===== config.mk =====
export PLATFORM = sky130hd
export DESIGN_NAME = isa_slave
export DESIGN_NICKNAME = d
export VERILOG_FILES = /design/src/pkg/isa_pkg.sv /design/src/rtl/isa_slave.sv
export VERILOG_INCLUDE_DIRS = /design/src /design/src/pkg
export SDC_FILE = /design/constraint.sdc
export NUM_CORES = 1
export LEC_CHECK = 0
export BUFFER_PORTS_ARGS = -buffer_cell sky130_fd_sc_hd__buf_2
export CAP_MARGIN = 40
export CELL_PAD_IN_SITES_DETAIL_PLACEMENT = 0
export CELL_PAD_IN_SITES_GLOBAL_PLACEMENT = 1
export CORE_MARGIN = 4
export CORE_UTILIZATION = 48
export DETAILED_ROUTE_END_ITERATION = 8
export GPL_TIMING_DRIVEN = 0
export MAX_ROUTING_LAYER = met4
export PLACE_DENSITY = 0.91
export SETUP_SLACK_MARGIN = 0.2
export SYNTH_ARGS = -nofsm -noshare
export SYNTH_HDL_FRONTEND = slang
export SYNTH_SLANG_ARGS = --single-unit

===== constraint.sdc =====
create_clock -name sys_clk -period 3.75 [get_ports sys_clk]
set_input_delay 0.1875 -clock sys_clk [delete_from_list [all_inputs] [get_ports sys_clk]]
set_output_delay 0.1875 -clock sys_clk [all_outputs]
set_load 0.05 [all_outputs]

===== src/pkg/isa_consts.svh =====
// constants for the two-wire slave with arbitration
// assumes a 10 MHz system clock; included by bare name
`ifndef ISA_CONSTS_SVH
`define ISA_CONSTS_SVH
// ----------------------------------------------------------------
// timing
// ----------------------------------------------------------------
`define ISA_CLK_MHZ 10
`define ISA_T_LOW_NS 4700
`define ISA_T_HIGH_NS 4000
// least times, rounded up to whole cycles
`define ISA_LOW_CYC ((`ISA_T_LOW_NS*`ISA_CLK_MHZ+999)/1000)
`define ISA_HIGH_CYC ((`ISA_T_HIGH_NS*`ISA_CLK_MHZ+999)/1000)
// ----------------------------------------------------------------
// framing and addresses
// ----------------------------------------------------------------
`define ISA_BYTE_BITS 4'h8
`define ISA_LAST_TX_BIT 4'h7
`define ISA_TEN_PREFIX 5'h1e
`define ISA_BIT_ZERO 4'h0
`define ISA_TMR_ZERO 8'h00
`define ISA_TMR_ONE 8'h01
`define ISA_SHIFT_AT 8'h02
`define ISA_ADDR_RST 8'h00
`define ISA_BYTE_RST 8'h00
`endif


===== src/pkg/isa_pkg.sv =====
// state types for the two-wire slave with arbitration
// assumes no other package; used by rtl/isa_slave.sv
`default_nettype none
package isa_pkg;
  typedef enum logic [2:0] {
    SL_IDLE, SL_RX, SL_ACK, SL_TX, SL_TXACK
  } isa_sl_state_t;
  typedef enum logic [1:0] {
    PH_A1, PH_A2, PH_DAT
  } isa_phase_t;
  typedef enum logic [2:0] {
    M_IDLE, M_START, M_LOW, M_WAITH, M_HIGH
  } isa_mst_state_t;
endpackage
`default_nettype wire


===== src/rtl/isa_slave.sv =====
// two-wire bus slave with multi-master arbitration and clock sync
// assumes scl/sda are open-drain pins resolved outside; flags are ports
//
// Functional notes
// - while transmitting, slave drives data onto the pins despite input setup
// - on match or data byte, acknowledge then copy shift register to buffer
// - buffer full or overflow set: no acknowledge, no load, still irq
// - buffer-full clears on buffer read; overflow clears only by software
// - once enabled, wait for START then shift eight bits in
// - every incoming bit sampled on rising clock edge
// - shift bits seven to one compared to own address on eighth fall
// - on clean match load buffer, set full, acknowledge, irq on ninth fall
// - ten-bit first byte is prefix, A9, A8, write bit
// - ten-bit address bytes set flags and stretch clock until address rewrite
// - after repeated START, high byte sets only irq and buffer-full
// - arbitration on data while clock high; loser stops driving data
// - loser clocks to byte end and receives as slave at once
// - no START or STOP contended against data or each other
// - clock falling edge starts low count; hold clock low until done
// - early finisher waits for clock high, then times high, first pulls low
`timescale 1ns/10ps
`default_nettype none
`include "isa_consts.svh"
module isa_slave #(
  parameter int LOW_CYC = `ISA_LOW_CYC,
  parameter int HIGH_CYC = `ISA_HIGH_CYC
) (
  // clock and reset
  input wire logic sys_clk,
  input wire logic sys_rst,
  // bus pins
  input wire logic scl_in,
  output logic scl_out,
  output logic scl_oe,
  input wire logic sda_in,
  output logic sda_out,
  output logic sda_oe,
  // software control
  input wire logic enable,
  input wire logic ten_bit_mode,
  input wire logic own_addr_wr,
  input wire logic [7:0] own_addr_wdata,
  input wire logic buf_rd,
  input wire logic ovf_clr,
  input wire logic irq_clr,
  input wire logic [7:0] tx_data,
  // software status
  output logic [7:0] receive_buffer,
  output logic [7:0] own_address_register,
  output logic buffer_full_flag,
  output logic receive_overflow_flag,
  output logic serial_port_irq_flag,
  output logic address_update_flag,
  output logic read_mode,
  // master side
  input wire logic mst_go,
  input wire logic [7:0] mst_byte,
  output logic mst_busy,
  output logic arb_lost
);
  // ----------------------------------------------------------------
  // pin synchronisers and bus events
  // ----------------------------------------------------------------
  logic [2:0] scl_sh_q;
  logic [2:0] sda_sh_q;
  logic scl_s, sda_s, scl_rise, scl_fall, start_det, stop_det;

  always_ff @(posedge sys_clk or posedge sys_rst) begin
    if (sys_rst) begin
      scl_sh_q <= 3'h7;
      sda_sh_q <= 3'h7;
    end else begin
      scl_sh_q <= {scl_sh_q[1:0], scl_in};
      sda_sh_q <= {sda_sh_q[1:0], sda_in};
    end
  end

  assign scl_s = scl_sh_q[1];
  assign sda_s = sda_sh_q[1];
  assign scl_rise = scl_s & ~scl_sh_q[2];
  assign scl_fall = ~scl_s & scl_sh_q[2];
  assign start_det = scl_s & scl_sh_q[2] & sda_sh_q[2] & ~sda_s;
  assign stop_det = scl_s & scl_sh_q[2] & ~sda_sh_q[2] & sda_s;

  function automatic logic addr_hi_eq(input logic [7:0] a,
                                      input logic [7:0] b);
    addr_hi_eq = (a[7:1] == b[7:1]);
  endfunction

  // ----------------------------------------------------------------
  // slave receive / transmit sequencer
  // ----------------------------------------------------------------
  isa_pkg::isa_sl_state_t sl_st_q;
  isa_pkg::isa_phase_t ph_q;
  logic [3:0] bit_cnt_q;
  logic [7:0] sr_q, tx_sh_q, buf_q, own_q;
  logic ack_q, acc_q, ua_pend_q, rd_q, hi_seen_q, mack_q;
  logic bf_q, ov_q, irq_q, ua_q;
  logic byte_done, accept, take, ua_set_ev, goes_tx, ninth_fall;
  logic bf_set;

  assign byte_done = (sl_st_q == isa_pkg::SL_RX) && scl_fall &&
                     (bit_cnt_q == `ISA_BYTE_BITS);
  assign ninth_fall = (sl_st_q == isa_pkg::SL_ACK) && scl_fall;

  always_comb begin
    accept = 1'b0;
    ua_set_ev = 1'b0;
    goes_tx = 1'b0;
    case (ph_q)
      isa_pkg::PH_A1: begin
        if (!ten_bit_mode) begin
          accept = addr_hi_eq(sr_q, own_q);
          goes_tx = sr_q[0];
        end else if (sr_q[7:3] == `ISA_TEN_PREFIX &&
                     addr_hi_eq(sr_q, own_q)) begin
          accept = !sr_q[0] || hi_seen_q;
          ua_set_ev = !sr_q[0];
          goes_tx = sr_q[0];
        end
      end
      isa_pkg::PH_A2: begin
        accept = (sr_q == own_q);
        ua_set_ev = 1'b1;
      end
      isa_pkg::PH_DAT: accept = !rd_q;
      default: accept = 1'b0;
    endcase
  end

  // clean take only when both flags were clear
  assign take = accept && !bf_q && !ov_q;

  always_ff @(posedge sys_clk or posedge sys_rst) begin
    if (sys_rst) begin
      sl_st_q <= isa_pkg::SL_IDLE;
      ph_q <= isa_pkg::PH_A1;
      bit_cnt_q <= `ISA_BIT_ZERO;
      sr_q <= `ISA_BYTE_RST;
      tx_sh_q <= `ISA_BYTE_RST;
      ack_q <= 1'b0;
      acc_q <= 1'b0;
      ua_pend_q <= 1'b0;
      rd_q <= 1'b0;
      hi_seen_q <= 1'b0;
      mack_q <= 1'b0;
    end else if (!enable || stop_det) begin
      sl_st_q <= isa_pkg::SL_IDLE;
      ack_q <= 1'b0;
      hi_seen_q <= 1'b0;
    end else if (start_det) begin
      // start opens a fresh address byte
      sl_st_q <= isa_pkg::SL_RX;
      ph_q <= isa_pkg::PH_A1;
      bit_cnt_q <= `ISA_BIT_ZERO;
      ack_q <= 1'b0;
      rd_q <= 1'b0;
    end else begin
      case (sl_st_q)
        isa_pkg::SL_RX: begin
          if (scl_rise && bit_cnt_q != `ISA_BYTE_BITS) begin
            sr_q <= {sr_q[6:0], sda_s};
            bit_cnt_q <= bit_cnt_q + 4'h1;
          end else if (byte_done) begin
            // decide on the eighth falling edge
            if (!accept) begin
              sl_st_q <= isa_pkg::SL_IDLE;
            end else begin
              sl_st_q <= isa_pkg::SL_ACK;
              ack_q <= take;
              acc_q <= 1'b1;
              ua_pend_q <= ua_set_ev && take;
              if (ph_q == isa_pkg::PH_A1) begin
                rd_q <= goes_tx;
                ph_q <= (ten_bit_mode && !sr_q[0]) ? isa_pkg::PH_A2
                                                    : isa_pkg::PH_DAT;
              end else if (ph_q == isa_pkg::PH_A2) begin
                ph_q <= isa_pkg::PH_DAT;
                hi_seen_q <= 1'b1;
              end
            end
          end
        end
        isa_pkg::SL_ACK: begin
          if (scl_fall) begin
            // release data at end of ninth clock
            ack_q <= 1'b0;
            acc_q <= 1'b0;
            ua_pend_q <= 1'b0;
            bit_cnt_q <= `ISA_BIT_ZERO;
            if (rd_q && ack_q) begin
              sl_st_q <= isa_pkg::SL_TX;
              tx_sh_q <= tx_data;
            end else begin
              sl_st_q <= isa_pkg::SL_RX;
            end
          end
        end
        isa_pkg::SL_TX: begin
          if (scl_fall) begin
            if (bit_cnt_q == `ISA_LAST_TX_BIT) begin
              sl_st_q <= isa_pkg::SL_TXACK;
            end else begin
              tx_sh_q <= {tx_sh_q[6:0], 1'b1};
              bit_cnt_q <= bit_cnt_q + 4'h1;
            end
          end
        end
        isa_pkg::SL_TXACK: begin
          if (scl_rise) begin
            mack_q <= ~sda_s;
          end else if (scl_fall) begin
            bit_cnt_q <= `ISA_BIT_ZERO;
            tx_sh_q <= tx_data;
            sl_st_q <= mack_q ? isa_pkg::SL_TX : isa_pkg::SL_IDLE;
          end
        end
        default: sl_st_q <= isa_pkg::SL_IDLE;
      endcase
    end
  end

  // ----------------------------------------------------------------
  // software flags; a hardware set wins over a same-cycle clear
  // ----------------------------------------------------------------
  // load and flag on the ninth falling edge
  assign bf_set = ninth_fall && ack_q;

  always_ff @(posedge sys_clk or posedge sys_rst) begin
    if (sys_rst) begin
      buf_q <= `ISA_BYTE_RST;
      bf_q <= 1'b0;
    end else begin
      if (buf_rd) bf_q <= 1'b0;
      if (bf_set) begin
        buf_q <= sr_q;
        bf_q <= 1'b1;
      end
    end
  end

  always_ff @(posedge sys_clk or posedge sys_rst) begin
    if (sys_rst) begin
      ov_q <= 1'b0;
    end else begin
      if (ovf_clr) ov_q <= 1'b0;
      // byte arriving while buffer still full
      if (byte_done && accept && bf_q) ov_q <= 1'b1;
    end
  end

  always_ff @(posedge sys_clk or posedge sys_rst) begin
    if (sys_rst) begin
      irq_q <= 1'b0;
    end else begin
      if (irq_clr) irq_q <= 1'b0;
      if (ninth_fall && acc_q) irq_q <= 1'b1;
    end
  end

  always_ff @(posedge sys_clk or posedge sys_rst) begin
    if (sys_rst) begin
      own_q <= `ISA_ADDR_RST;
      ua_q <= 1'b0;
    end else begin
      // rewrite of own address clears update flag
      if (own_addr_wr) begin
        own_q <= own_addr_wdata;
        ua_q <= 1'b0;
      end
      if (ninth_fall && ua_pend_q) ua_q <= 1'b1;
    end
  end

  // ----------------------------------------------------------------
  // master side: start, clock sync and arbitration
  // ----------------------------------------------------------------
  isa_pkg::isa_mst_state_t m_st_q;
  logic [7:0] m_tmr_q, m_sh_q;
  logic [3:0] m_bit_q;
  logic m_drv_q, m_adv_q, lost_q, m_lost_ev, m_sda_low;

  assign m_lost_ev = (m_st_q == isa_pkg::M_HIGH) && m_drv_q &&
                     (m_bit_q != `ISA_BYTE_BITS) && m_sh_q[7] && !sda_s;
  assign m_sda_low = m_drv_q && ((m_st_q == isa_pkg::M_START) ||
                     ((m_st_q != isa_pkg::M_IDLE) &&
                      (m_bit_q != `ISA_BYTE_BITS) && !m_sh_q[7]));

  always_ff @(posedge sys_clk or posedge sys_rst) begin
    if (sys_rst) begin
      m_st_q <= isa_pkg::M_IDLE;
      m_tmr_q <= `ISA_TMR_ZERO;
      m_sh_q <= `ISA_BYTE_RST;
      m_bit_q <= `ISA_BIT_ZERO;
      m_drv_q <= 1'b0;
      m_adv_q <= 1'b0;
    end else begin
      case (m_st_q)
        isa_pkg::M_IDLE: begin
          // start only on a quiet bus, never against data
          if (mst_go && scl_s && sda_s && sl_st_q == isa_pkg::SL_IDLE) begin
            m_st_q <= isa_pkg::M_START;
            m_sh_q <= mst_byte;
            m_bit_q <= `ISA_BIT_ZERO;
            m_tmr_q <= `ISA_TMR_ZERO;
            m_drv_q <= 1'b1;
            m_adv_q <= 1'b0;
          end
        end
        isa_pkg::M_START: begin
          m_tmr_q <= m_tmr_q + `ISA_TMR_ONE;
          if (m_tmr_q == 8'(HIGH_CYC - 1)) begin
            m_st_q <= isa_pkg::M_LOW;
            m_tmr_q <= `ISA_TMR_ZERO;
          end
        end
        isa_pkg::M_LOW: begin
          // count own low period while holding clock
          m_tmr_q <= m_tmr_q + `ISA_TMR_ONE;
          if (m_tmr_q == `ISA_SHIFT_AT && m_adv_q) begin
            m_sh_q <= {m_sh_q[6:0], 1'b1};
            m_bit_q <= m_bit_q + 4'h1;
            m_adv_q <= 1'b0;
          end
          if (m_tmr_q == 8'(LOW_CYC - 1)) m_st_q <= isa_pkg::M_WAITH;
        end
        isa_pkg::M_WAITH: begin
          // wait until the wired clock is really high
          if (scl_s) begin
            m_st_q <= isa_pkg::M_HIGH;
            m_tmr_q <= `ISA_TMR_ZERO;
          end
        end
        isa_pkg::M_HIGH: begin
          if (m_lost_ev) m_drv_q <= 1'b0;
          m_tmr_q <= m_tmr_q + `ISA_TMR_ONE;
          if (!scl_s) begin
            m_st_q <= isa_pkg::M_LOW;
            m_tmr_q <= `ISA_TMR_ZERO;
            m_adv_q <= 1'b1;
          end else if (m_tmr_q == 8'(HIGH_CYC - 1)) begin
            // clocks run to the byte end even after loss
            m_tmr_q <= `ISA_TMR_ZERO;
            if (m_bit_q == `ISA_BYTE_BITS) begin
              m_st_q <= isa_pkg::M_IDLE;
              m_drv_q <= 1'b0;
            end else begin
              m_st_q <= isa_pkg::M_LOW;
              m_adv_q <= 1'b1;
            end
          end
        end
        default: m_st_q <= isa_pkg::M_IDLE;
      endcase
    end
  end

  // loss leaves the slave sequencer receiving untouched
  always_ff @(posedge sys_clk or posedge sys_rst) begin
    if (sys_rst) begin
      lost_q <= 1'b0;
    end else if (mst_go && m_st_q == isa_pkg::M_IDLE) begin
      lost_q <= 1'b0;
    end else if (m_lost_ev) begin
      lost_q <= 1'b1;
    end
  end

  // ----------------------------------------------------------------
  // pin drive and outputs
  // ----------------------------------------------------------------
  // data pin overrides the input direction when needed
  assign sda_oe = (sl_st_q == isa_pkg::SL_ACK && ack_q) ||
                  (sl_st_q == isa_pkg::SL_TX && !tx_sh_q[7]) || m_sda_low;
  // stretch during address update and own low period
  assign scl_oe = ua_q || (m_st_q == isa_pkg::M_LOW);
  assign scl_out = 1'b0;
  assign sda_out = 1'b0;
  assign receive_buffer = buf_q;
  assign own_address_register = own_q;
  assign buffer_full_flag = bf_q;
  assign receive_overflow_flag = ov_q;
  assign serial_port_irq_flag = irq_q;
  assign address_update_flag = ua_q;
  assign read_mode = rd_q;
  assign mst_busy = (m_st_q != isa_pkg::M_IDLE);
  assign arb_lost = lost_q;
endmodule
`default_nettype wire


# Yosys cells after proc, flatten, opt, wreduce, memory -nomap -nowiden
# Cells that the tools add are included.
totals:
  in_bits: 35
  output_inout_bits: 27
  reg_bits: 83
op_classes:
  bitwise_logic: 13
  mux: 113
  n_reduce_logical: 84
  eq_ne: 53
  add_sub_neg: 3
ops:
  columns: ["op", "n"]
  rows:
  - ["8-bit two-way mux", 12]
  - ["1-bit two-way mux", 52]
  - ["3-bit two-way mux", 15]
  - ["8-bit case mux with 5 select lines", 1]
  - ["4-bit two-way mux", 8]
  - ["2-bit nonzero test", 16]
  - ["2-bit != test, second input constant", 15]
  - ["1-bit logical AND", 29]
  - ["4-bit != test, second input constant", 7]
  - ["2-bit two-way mux", 12]
  - ["8-bit case mux with 3 select lines", 1]
  - ["7-bit AND reduction", 3]
  - ["6-bit AND reduction", 3]
  - ["8-bit by 6-bit equality test with 1-bit output, second input constant", 2]
  - ["4-bit case mux with 4 select lines", 1]
  - ["8-bit case mux with 2 select lines", 1]
  - ["3-bit case mux with 5 select lines", 1]
  - ["5-bit AND reduction", 3]
  - ["3-bit by 2-bit equality test with 1-bit output, second input constant", 4]
  - ["3-bit != test, second input constant", 4]
  - ["4-bit by 3-bit != test with 1-bit output, second input constant", 3]
  - ["3-bit case mux with 4 select lines", 1]
  - ["3-bit nonzero test", 4]
  - ["1-bit case mux with 2 select lines", 5]
  - ["other kinds (28)", 63]

# Logic depth before layout (Yosys ltp)
# Gate-level depths: netlist of the first run.
logic_depth:
  depth_word: 13
  mapped_depth: 8
  depth_no_buf: 7

# Worst setup path before layout of the first run
# OpenSTA, ideal clock, no wires.
synth_path:
  kind: "register -> output"
  from: "reg sl_st_q[0]"
  to: "out sda_oe"
  stages_incl_launch_ff: 6
  n_path_buf: 2
  required_time_ns: 3.562
  t_arrival_ns: 1.899
  setup_slack_ns: 1.663
  cell_sequence: "dfrtp_1 -> buf_4 -> clkbuf_1 -> nand2_1 -> o21ai_0 -> o21ai_0"
synth_via:
  elab_chain_len: 4
synth_rtl:
  columns: ["element", "line_no", "text"]
  rows:
  - ["start: declaration", "isa_slave.sv:93", "isa_pkg::isa_sl_state_t sl_st_q;"]
  - ["start signal: assignment", "isa_slave.sv:136", "sl_st_q <= isa_pkg::SL_IDLE;"]
  - ["start signal: assignment", "isa_slave.sv:148", "sl_st_q <= isa_pkg::SL_IDLE;"]
  - ["start signal: assignment", "isa_slave.sv:153", "sl_st_q <= isa_pkg::SL_RX;"]
  - ["3-bit by 2-bit equality test with 1-bit output (on tied branches)", "isa_slave.sv:373, isa_slave.sv:374", null]
  - ["1-bit logical AND (on tied branches)", "isa_slave.sv:373, isa_slave.sv:374", null]
  - ["1-bit logical OR (*)", "isa_slave.sv:373", "assign sda_oe = (sl_st_q == isa_pkg::SL_ACK && ack_q) ||"]
  - ["1-bit logical OR (*)", "isa_slave.sv:374", "(sl_st_q == isa_pkg::SL_TX && !tx_sh_q[7]) || m_sda_low;"]
  - ["end: declaration", "isa_slave.sv:37", "output logic sda_oe,"]
# Mark *: on every way between the ends. The rest lies on a longest branch, timed or not.

# Worst setup path in the final report of the first run
layout_path:
  from: "reg sl_st_q[1]"
  to: "reg m_sh_q[4]"
layout_via:
  elab_chain_len: 4
layout_rtl:
  columns: ["element", "line_no", "text"]
  rows:
  - ["3-bit logical NOT", "isa_slave.sv:301", "if (mst_go && scl_s && sda_s && sl_st_q == isa_pkg::SL_IDLE) begin"]
  - ["1-bit logical AND", "isa_slave.sv:301", null]
  - ["2-bit != test (no line)", null, null]
  - ["3-bit AND reduction (no line)", null, null]
  - ["end signal: assignment", "isa_slave.sv:293", "m_sh_q <= `ISA_BYTE_RST;"]
  - ["end signal: assignment", "isa_slave.sv:303", "m_sh_q <= mst_byte;"]
  - ["end signal: assignment", "isa_slave.sv:321", "m_sh_q <= {m_sh_q[6:0], 1'b1};"]
  - ["end: declaration", "isa_slave.sv:279", "logic [7:0] m_tmr_q, m_sh_q;"]
# Every way passes these cells.
# A chain may end at the register's enable or synchronous reset.

==> results.cfg, run 1 <==
[setup_path]
critPathKind = reg2reg
slowest_stage = nor4_1
worst_path_largest_cell_delay_ns = 0.59
worstSetupStartpointType = register
path_delay_family = simple AND/OR/NAND/NOR gates
crit_top_cell = clkbuf_1
crit_required_ns = 3.97
path_cells = buf_6 > clkbuf_1 > nor4_1 > o21ai_1 > clkbuf_1 > nand2_1 > o21ai_0
endpoint_kind = register
cp_max_fo = 10
cp.arrival_ns = 2.55
critical_path_buf_inv_count = 3

[timing]
rsz0062_at_grt = no
hold_viol = 0
worst_pin_slew_ns = 0.782
fin_skew_ns = 0.0117
post-route-min-period_ns = 2.34
slew-limit-headroom_pct = 47.4
maxSlewViolCount = 0
fin_hold_ws_ns = 0.0249
worst_slack_ns = 1.41
max_freq_mhz = 428
setup_viol = 0
setup_tns_ns = 0
period_share_pct = 62.3

[global_routing]
antenna_found_initial = 0
grt_usage_pct = 19.5
overflow = 0
grt_pass1_vias = 3607
grt_max_degree = 58
grt_pass1_wl_um = 17100

[floorplan]
core_mm2 = 0.00881
fp.dieArea_mm2 = 0.0107
initial_core_util_pct = 49.9
top_level_ports = 62
die_w_um = 104
rows = 34
die_h_um = 104

[place]
place_area_mm2 = 0.00485
placed_cells = 610
hpwlAfterDp_um = 7030
gp_congestion = 0.898
pre_cts_ws_ns = 1.42
portBuffers = 58

[route]
drt_first_pass_iters = 4
route.detailed.drc = 0
vias = 3610
wl_um = 9800
drtIter0Drc = 176
wl_per_cell_um = 15.5
drtAntennaViolNets = 0
via_per_inst = 5.72

[clock_tree]
cts.sinks = 83
clockBufferDepth = 2
cts_root_buf = clkbuf_8
cts_tree = built
clk_latency_ns = 0.36
htreeDepth = 3
numCtsBuffers = 9
path_clk_slew_ns = 0.10
postCtsResizedCells = 0
post_cts_buffers = 0

[synth]
avgSynthCellArea_um2 = 9.94
synth-seq-cells = 83
synth-seq-area-share_pct = 47.5
netlist_area_mm2 = 0.00439
synthArstFlopShare_pct = 100
synthCells = 442
synth_edf_count = 0
ys_warn_count = 0
ys.flop_type = dfrtp_1
synthTopCellsByArea = dfrtp_1 44%, mux2_2 6.2%, dfstp_2 3.6%
synth_cell_types = 69
yosys.area.top_type_share_pct = 43.9
synth_area_leader_cell = dfrtp_1

[layout]
stdcell_count = 631
area_growth_pct = 16.1
nets = 559
drive_above_1_share_pct = 24.1
final_area_mm2 = 0.00510
diodes = 0

[outcome]
status = finished clean

[power]
peakVddDrop_mv = 0.250
leakage_uw = 0.00241
power_density_mw_per_mm2 = 356

[flow_run]
cap_violations = 0

[min_path]
hp-class = in2reg
==> cell usage after synthesis, types with 7 or more instances <==
| master | n |
|---|---|
| xnor2_1 | 9 |
| a21oi_1 | 29 |
| nand2b_1 | 7 |
| dfrtp_1 | 77 |
| nand3_1 | 13 |
| nand2_1 | 34 |
| nor2_1 | 34 |
| inv_1 | 21 |
| nor3_1 | 7 |
| mux2i_1 | 14 |
| mux2_2 | 24 |
| clkbuf_1 | 9 |
| o21ai_0 | 31 |
==> per-stage QoR <==
step / power, µW / util (%)
2_1_floorplan: 1100 / -
3_3_place_gp: 1150 / 54.8
3_5_place_dp: 1160 / 55.1
4_1_cts: 1840 / 57.9
5_1_grt: 1900 / 57.9
6_report: 1820 / 57.9
==> power by group <==
part	internal [µW]	switching, µW
Sequential	926	30.0
Clock	314	358
Combinational	73.8	117
Total	1310	505
==> final cells by class <==
| type | count | area, µm² |
|---|---|---|
| fillers | 767 | 3700 |
| multi-input cells | 320 | 2140 |
| flip-flops and latches | 83 | 2080 |
| repair buffers | 64 | 368 |
| well taps | 108 | 135 |
| clock buffers | 9 | 124 |
| plain buffers | 19 | 97.6 |
| inverters | 21 | 81.3 |
| clock inverters | 7 | 76.3 |
==> metal layers <==
metal | wire length [µm] | vias to the layer above | global-route usage, %
li1 | - | 1760 | -
met1 | 4420 | 1737 | 26.2
met2 | 4680 | 102 | 30.2
met3 | 594 | 11 | 3.42
met4 | 114 | 0 | 6.65
met5 | 0 | - | -
==> repair_timing <==
action / CTS / global route
hold buffers: 5 / 0
endpoints found under the hold margin: 30 / 0
setup endpoints to repair: 0 / 0
==> kinds of logic (layout without fill, tap and decap cells) <==
family,after synthesis,count (layout),synth area share (%)
xor+xnor,12,12,2.39
compound gates,114,114,16.5
other cells,1,2,0.0854
buf+inv,40,120,4.02
flops,83,83,47.5
mux,38,38,9.34
fa+ha+maj,6,6,1.71
simple gates,148,148,18.5
==> flip-flops by register name, indices dropped and copies added, names as in the netlist, 2 cells and up <==
name,flops
m_bit_q,4
ph_q,2
m_st_q,3
sr_q,8
m_tmr_q,8
sl_st_q,3
scl_sh_q,3
bit_cnt_q,4
receive_buffer,8
m_sh_q,8
tx_sh_q,8
sda_sh_q,3
own_address_register,8
==> worst reg2reg max path, delay by kind of cell, from the launching register on <==
family	cells	cell delay [ns]
AND/OR/NAND/NOR	2	0.72
buffers and inverters	3	0.68
AO/OA/AOI/OAI	2	0.42
flip-flops	1	0.39
==> path summary, 6_finish.rpt <==
check / slack [ns] / cells after the start / start / endpoint
setup reg to reg: 1.41 / 7 / sl_st_q[1] / m_sh_q[4]
setup / recovery: 1.41 / 7 / sl_st_q[1] / m_sh_q[4]
max in group asynchronous: 2.76 / 4 / sys_rst / scl_sh_q[2]
hold reg to reg: 0.36 / 0 / sda_sh_q[0] / sda_sh_q[1]
min in group asynchronous: 0.35 / 3 / sys_rst / receive_buffer[2]
hold / removal: 0.02 / 2 / irq_clr / serial_port_irq_flag
==> layout by cell type (no fill, tap or decap), types with 5 or more instances in the layout <==
master | synthesis | final
dfrtp_1 | 77 | 77
buf_2 | 6 | 64
nor2_1 | 34 | 34
nand2_1 | 34 | 34
o21ai_0 | 31 | 31
a21oi_1 | 29 | 29
mux2_2 | 24 | 24
inv_1 | 21 | 20
mux2i_1 | 14 | 14
nand3_1 | 13 | 13
clkbuf_1 | 9 | 9
xnor2_1 | 9 | 9
clkbuf_8 | 0 | 9
nor3_1 | 7 | 7
nand2b_1 | 7 | 7
nand4_1 | 6 | 6
nor2b_1 | 6 | 6
ha_1 | 6 | 6
dfstp_2 | 6 | 6
nor3b_1 | 5 | 5
a31oi_1 | 5 | 5
dlygate4sd3_1 | 0 | 5
No activity file was read; power rests on OpenSTA's default activity.
==> run 2, diff against run 1 <==
--- a/config.mk
+++ b/config.mk
@@ -11,11 +11,11 @@
 export CELL_PAD_IN_SITES_DETAIL_PLACEMENT = 0
 export CELL_PAD_IN_SITES_GLOBAL_PLACEMENT = 1
 export CORE_MARGIN = 4
-export CORE_UTILIZATION = 48
+export CORE_UTILIZATION = 45
 export DETAILED_ROUTE_END_ITERATION = 8
 export GPL_TIMING_DRIVEN = 0
 export MAX_ROUTING_LAYER = met4
-export PLACE_DENSITY = 0.91
+export PLACE_DENSITY = 0.86
 export SETUP_SLACK_MARGIN = 0.2
 export SYNTH_ARGS = -nofsm -noshare
 export SYNTH_HDL_FRONTEND = slang
==> constraint.sdc (replaced) <==
create_clock -name sys_clk -period 2.42 [get_ports sys_clk]
set_input_delay 0.121 -clock sys_clk [delete_from_list [all_inputs] [get_ports sys_clk]]
set_output_delay 0.121 -clock sys_clk [all_outputs]
set_load 0.05 [all_outputs]
==> results.cfg, run 2 (synthesis gave the netlist of run 1 again) <==
[route]
drt_first_pass_iters = 4
vias = 3617
route.detailed.drc = 0
drtAntennaViolNets = 0
via_per_inst = 5.45
wl_um = 9970
drtIter0Drc = 190
wl_per_cell_um = 15.0

[min_path]
min-delay-start = mst_byte[0]
holdPathStages = 3
hp-class = in2reg

[clock_tree]
cts_tree = built
clk_latency_ns = 0.36
cts_root_buf = clkbuf_8
clockBufferDepth = 2
numCtsBuffers = 9
cts.sinks = 83
htreeDepth = 3
path_clk_slew_ns = 0.08

[place]
gp_congestion = 0.900
hpwlAfterDp_um = 7150
place_area_mm2 = 0.00489
portBuffers = 58

[global_routing]
grt_max_degree = 37
grt_pass1_vias = 3527
grt_pass1_wl_um = 17100
antenna_found_initial = 0
grt_usage_pct = 18.9
overflow = 0

[setup_path]
worst_path_largest_cell_delay_ns = 0.56
cp-startpoint = sl_st_q[1]
slowest_stage = nor3_2
critical_path_buf_inv_count = 2
crit_required_ns = 2.66
cp_max_fo = 9
path_delay_family = simple AND/OR/NAND/NOR gates
critPathKind = reg2reg
cp.arrival_ns = 2.36
ff2ff_path_depth = 5
worst-path-stages = 5
rr_startpoint = sl_st_q[1]
path_cells = buf_6 > or3b_1 > buf_2 > nor3_2 > mux2_2
worstSetupStartpointType = register
endpoint_kind = register

[outcome]
status = finished clean

[timing]
period_share_pct = 87.3
hold_viol = 0
rsz0062_at_grt = no
fin_skew_ns = 0.00844
max_freq_mhz = 473
slew-limit-headroom_pct = 46.8
post-route-min-period_ns = 2.11
setup_tns_ns = 0
worst_pin_slew_ns = 0.790
maxSlewViolCount = 0
setup_viol = 0

[layout]
mostFrequentLayoutCells = 77 x dfrtp_1, 63 x buf_2, 34 x nor2_1, 34 x nand2_1, 31 x o21ai_0
final_common_cell = dfrtp_1
multi_input_area_mm2 = 0.00219
drive_above_1_share_pct = 26.0
final_area_mm2 = 0.00533
nFillCells = 862
diodes = 0
ff_latch_area_mm2 = 0.00208
area_growth_pct = 21.2
nets = 571

[power]
power_density_mw_per_mm2 = 534
peakVddDrop_mv = 0.391
leakage_uw = 0.00250

[floorplan]
die_h_um = 107
rows = 35
top_level_ports = 62
initial_core_util_pct = 46.9
die_w_um = 107
fp.dieArea_mm2 = 0.0114
core_mm2 = 0.00937

[flow_run]
cap_violations = 0
run 2: cell count changes in the layout (fill, tap and decap cells not counted), sizes merged:
| cell | previous run | this run |
|---|---|---|
| clkinv | 3 | 4 |
| inv | 23 | 20 |
| clkbuf | 18 | 21 |
| dlygate4sd3 | 5 | 16 |
run 2: worst min-delay path, cell delays in order:
cell,delay [ns]
buf_2,0.10
inv_1,0.04
a22oi_1,0.06
run 2: worst paths after layout:
check / end / slack [ns]
min reg2reg: sda_sh_q[1] / 0.36
max reg2reg: sr_q[0] / 0.31
min: m_sh_q[0] / 0.01
max in group asynchronous: scl_sh_q[2] / 1.31
min in group asynchronous: own_address_register[4] / 0.32
max: sr_q[0] / 0.31
run 2: through the flow:
stage,utilization [%],power [µW],cells,setup slack [ns],hold WS [ns]
after floorplan,-,1710,443,0.400,0.125
after global routing,56.8,2980,664,0.200,0.0167
final,56.8,2840,664,0.307,0.0139
after CTS,56.3,2870,664,0.223,0.00206
after global placement,51.8,1790,630,0.168,0.229
after detailed placement,52.2,1800,632,0.147,0.156
run 2: timing repair:
action | 4_1_cts | 5_1_grt
setup buffers | 0 | 0
gates resized for setup | 3 | 14
endpoints found under the setup margin | 11 | 25
hold buffers | 16 | 0
endpoints found under the hold margin | 34 | 0
run 2: layer usage:
metal / vias to the layer above / wire length, µm / global-route usage [%]
met4: 0 / 141 / 5.39
met1: 1745 / 4590 / 25.6
li1: 1778 / - / -
met2: 83 / 4740 / 29.1
met5: - / 0 / -
met3: 11 / 501 / 3.79
run 2: final cells by class:
cell class	count	area share [%]
clock inverter	5	1.15
timing repair buffer	76	9.21
multi-input combinational	320	41.1
clock buffer	11	2.84
sequential	83	39.1
inverter	21	1.55
buffer	19	1.95
tap	129	3.03
run 2: where the power goes:
group | switching [µW] | leakage, µW | internal [µW] | total (µW)
combinational | 186 | 0.00132 | 129 | 315
sequential | 46.4 | 0.00107 | 1440 | 1480
clock | 509 | 0.000109 | 537 | 1050
==> run 3, diff against run 2 <==
--- a/config.mk
+++ b/config.mk
@@ -10,12 +10,13 @@
 export CAP_MARGIN = 40
 export CELL_PAD_IN_SITES_DETAIL_PLACEMENT = 0
 export CELL_PAD_IN_SITES_GLOBAL_PLACEMENT = 1
+export CORE_ASPECT_RATIO = 1.25
 export CORE_MARGIN = 4
 export CORE_UTILIZATION = 45
 export DETAILED_ROUTE_END_ITERATION = 8
 export GPL_TIMING_DRIVEN = 0
 export MAX_ROUTING_LAYER = met4
-export PLACE_DENSITY = 0.86
+export PLACE_DENSITY_LB_ADDON = 0.2
 export SETUP_SLACK_MARGIN = 0.2
 export SYNTH_ARGS = -nofsm -noshare
 export SYNTH_HDL_FRONTEND = slang
==> results.cfg, run 3 (synthesis gave the netlist of run 1 again) <==
[outcome]
status = finished clean

[route]
drtAntennaViolNets = 0
wl_um = 10300
top_layer = met4
route.detailed.drc = 0
vias = 3613
drt_first_pass_iters = 5
via_per_inst = 5.53
wl_per_cell_um = 15.7
dr_wl_met2_um = 5310
drtIter0Drc = 257
wl_met3_um = 264
drt-met1-wl_um = 4490

[clock_tree]
path_clk_slew_ns = 0.06
cts.sinks = 83
clockBufferDepth = 2
cts_root_buf = clkbuf_16
cts_tree = built
clk_latency_ns = 0.33
numCtsBuffers = 9
htreeDepth = 3

[timing]
rsz0062_at_grt = yes
period_share_pct = 87.3
maxSlewViolCount = 0
fin_hold_ws_ns = 0.0186
max_freq_mhz = 473
hold_viol = 0
setup_viol = 0
post-route-min-period_ns = 2.11
setup_tns_ns = 0
slew-limit-headroom_pct = 46.3
worst_slack_ns = 0.308
worst_pin_slew_ns = 0.798
fin_skew_ns = 0.00380

[setup_path]
cp.arrival_ns = 2.36
worstSetupStartpointType = register
regToRegEndpoint = m_tmr_q[7]
critPathKind = reg2reg
cp_max_fo = 9
crit_required_ns = 2.67
rrSetupSlack_ns = 0.31
endpoint_kind = register
rr_startpoint = sda_sh_q[1]
ff2ff_path_depth = 5

[floorplan]
die_h_um = 118
rows = 40
top_level_ports = 62
initial_core_util_pct = 46.0
fp.dieArea_mm2 = 0.0114
die_w_um = 96.4
core_mm2 = 0.00956

[layout]
nets = 564
diodes = 0
area_growth_pct = 21.4
final_common_cell = dfrtp_1
mostFrequentLayoutCells = 77 x dfrtp_1, 63 x buf_2, 34 x nor2_1
drive_above_1_share_pct = 26.6

[flow_run]
cap_violations = 0

[global_routing]
grt_max_degree = 33
grt_usage_pct = 19.8
grt_pass1_vias = 3688
antenna_found_initial = 0
grt_pass1_wl_um = 17400
overflow = 0

[power]
peakVddDrop_mv = 0.484
leakage_uw = 0.00251
power_density_mw_per_mm2 = 586

[min_path]
hp-class = in2reg
hold_end = own_address_register[3]
min-delay-start = own_addr_wdata[3]
holdPathStages = 2

[place]
pre_cts_ws_ns = 0.137
portBuffers = 58
hpwlAfterDp_um = 7500
gp_congestion = 0.908
## run 3: timing repair
| action | in CTS | in global routing |
|---|---|---|
| endpoints found under the hold margin | 35 | 0 |
| pin swaps | 0 | 1 |
| endpoints found under the setup margin | 10 | 47 |
| hold buffers | 7 | 0 |
| resized for setup | 2 | 17 |
| gates cloned | 0 | 0 |
| setup buffers | 0 | 2 |
## run 3: how the worst max path moves through the flow
stage / from / end / slack [ns] / depth (start not counted)
6_report: sda_sh_q[1] / m_tmr_q[7] / 0.31 / 5
5_1_grt: sda_sh_q[1] / m_tmr_q[7] / 0.17 / 5
4_1_cts: bit_cnt_q[0] / bit_cnt_q[3] / 0.23 / 7
3_5_place_dp: sl_st_q[1] / m_sh_q[4] / 0.14 / 7
3_3_place_gp: sl_st_q[1] / m_sh_q[4] / 0.14 / 7
2_1_floorplan: sl_st_q[0] / sda_oe / 0.40 / 5
## run 3: metal layers
layer / vias up / global-route usage [%]
li1: 1772 / -
met1: 1759 / 24.9
met2: 70 / 31.6
met3: 12 / 3.06
met4: 0 / 8.33
met5: - / -
## run 3: worst max-delay path, stage by stage (launching register included)
cell and delay [ns]:
dfstp_2 0.65, nand4b_4 0.14, nor3_2 0.24, o221ai_1 0.28
or4_1 0.55, a21oi_1 0.17
## run 3: area by class of cell
cell class | instances | area [µm²]
fill | 889 | 4230
multi-input combinational | 320 | 2200
sequential | 83 | 2080
timing repair buffer | 69 | 423
clock buffer | 10 | 229
tap | 126 | 158
buffer | 19 | 104
inverter | 21 | 82.6
clock inverter | 5 | 53.8
## run 3: power breakdown
part	switching (µW)	internal, µW	total (µW)
registers	46.5	1440	1480
logic	189	121	310
clock network	538	792	1330
## run 3: through the flow
step / power (µW) / cells / utilization, % / cell area (µm²)
5_1_grt: 3260 / 653 / 55.8 / 5330
3_3_place_gp: 1790 / 627 / 50.7 / 4850
4_1_cts: 3160 / 651 / 55.0 / 5260
3_5_place_dp: 1810 / 629 / 51.2 / 4900
6_report: 3120 / 653 / 55.8 / 5330
2_1_floorplan: 1710 / 443 / - / 4400
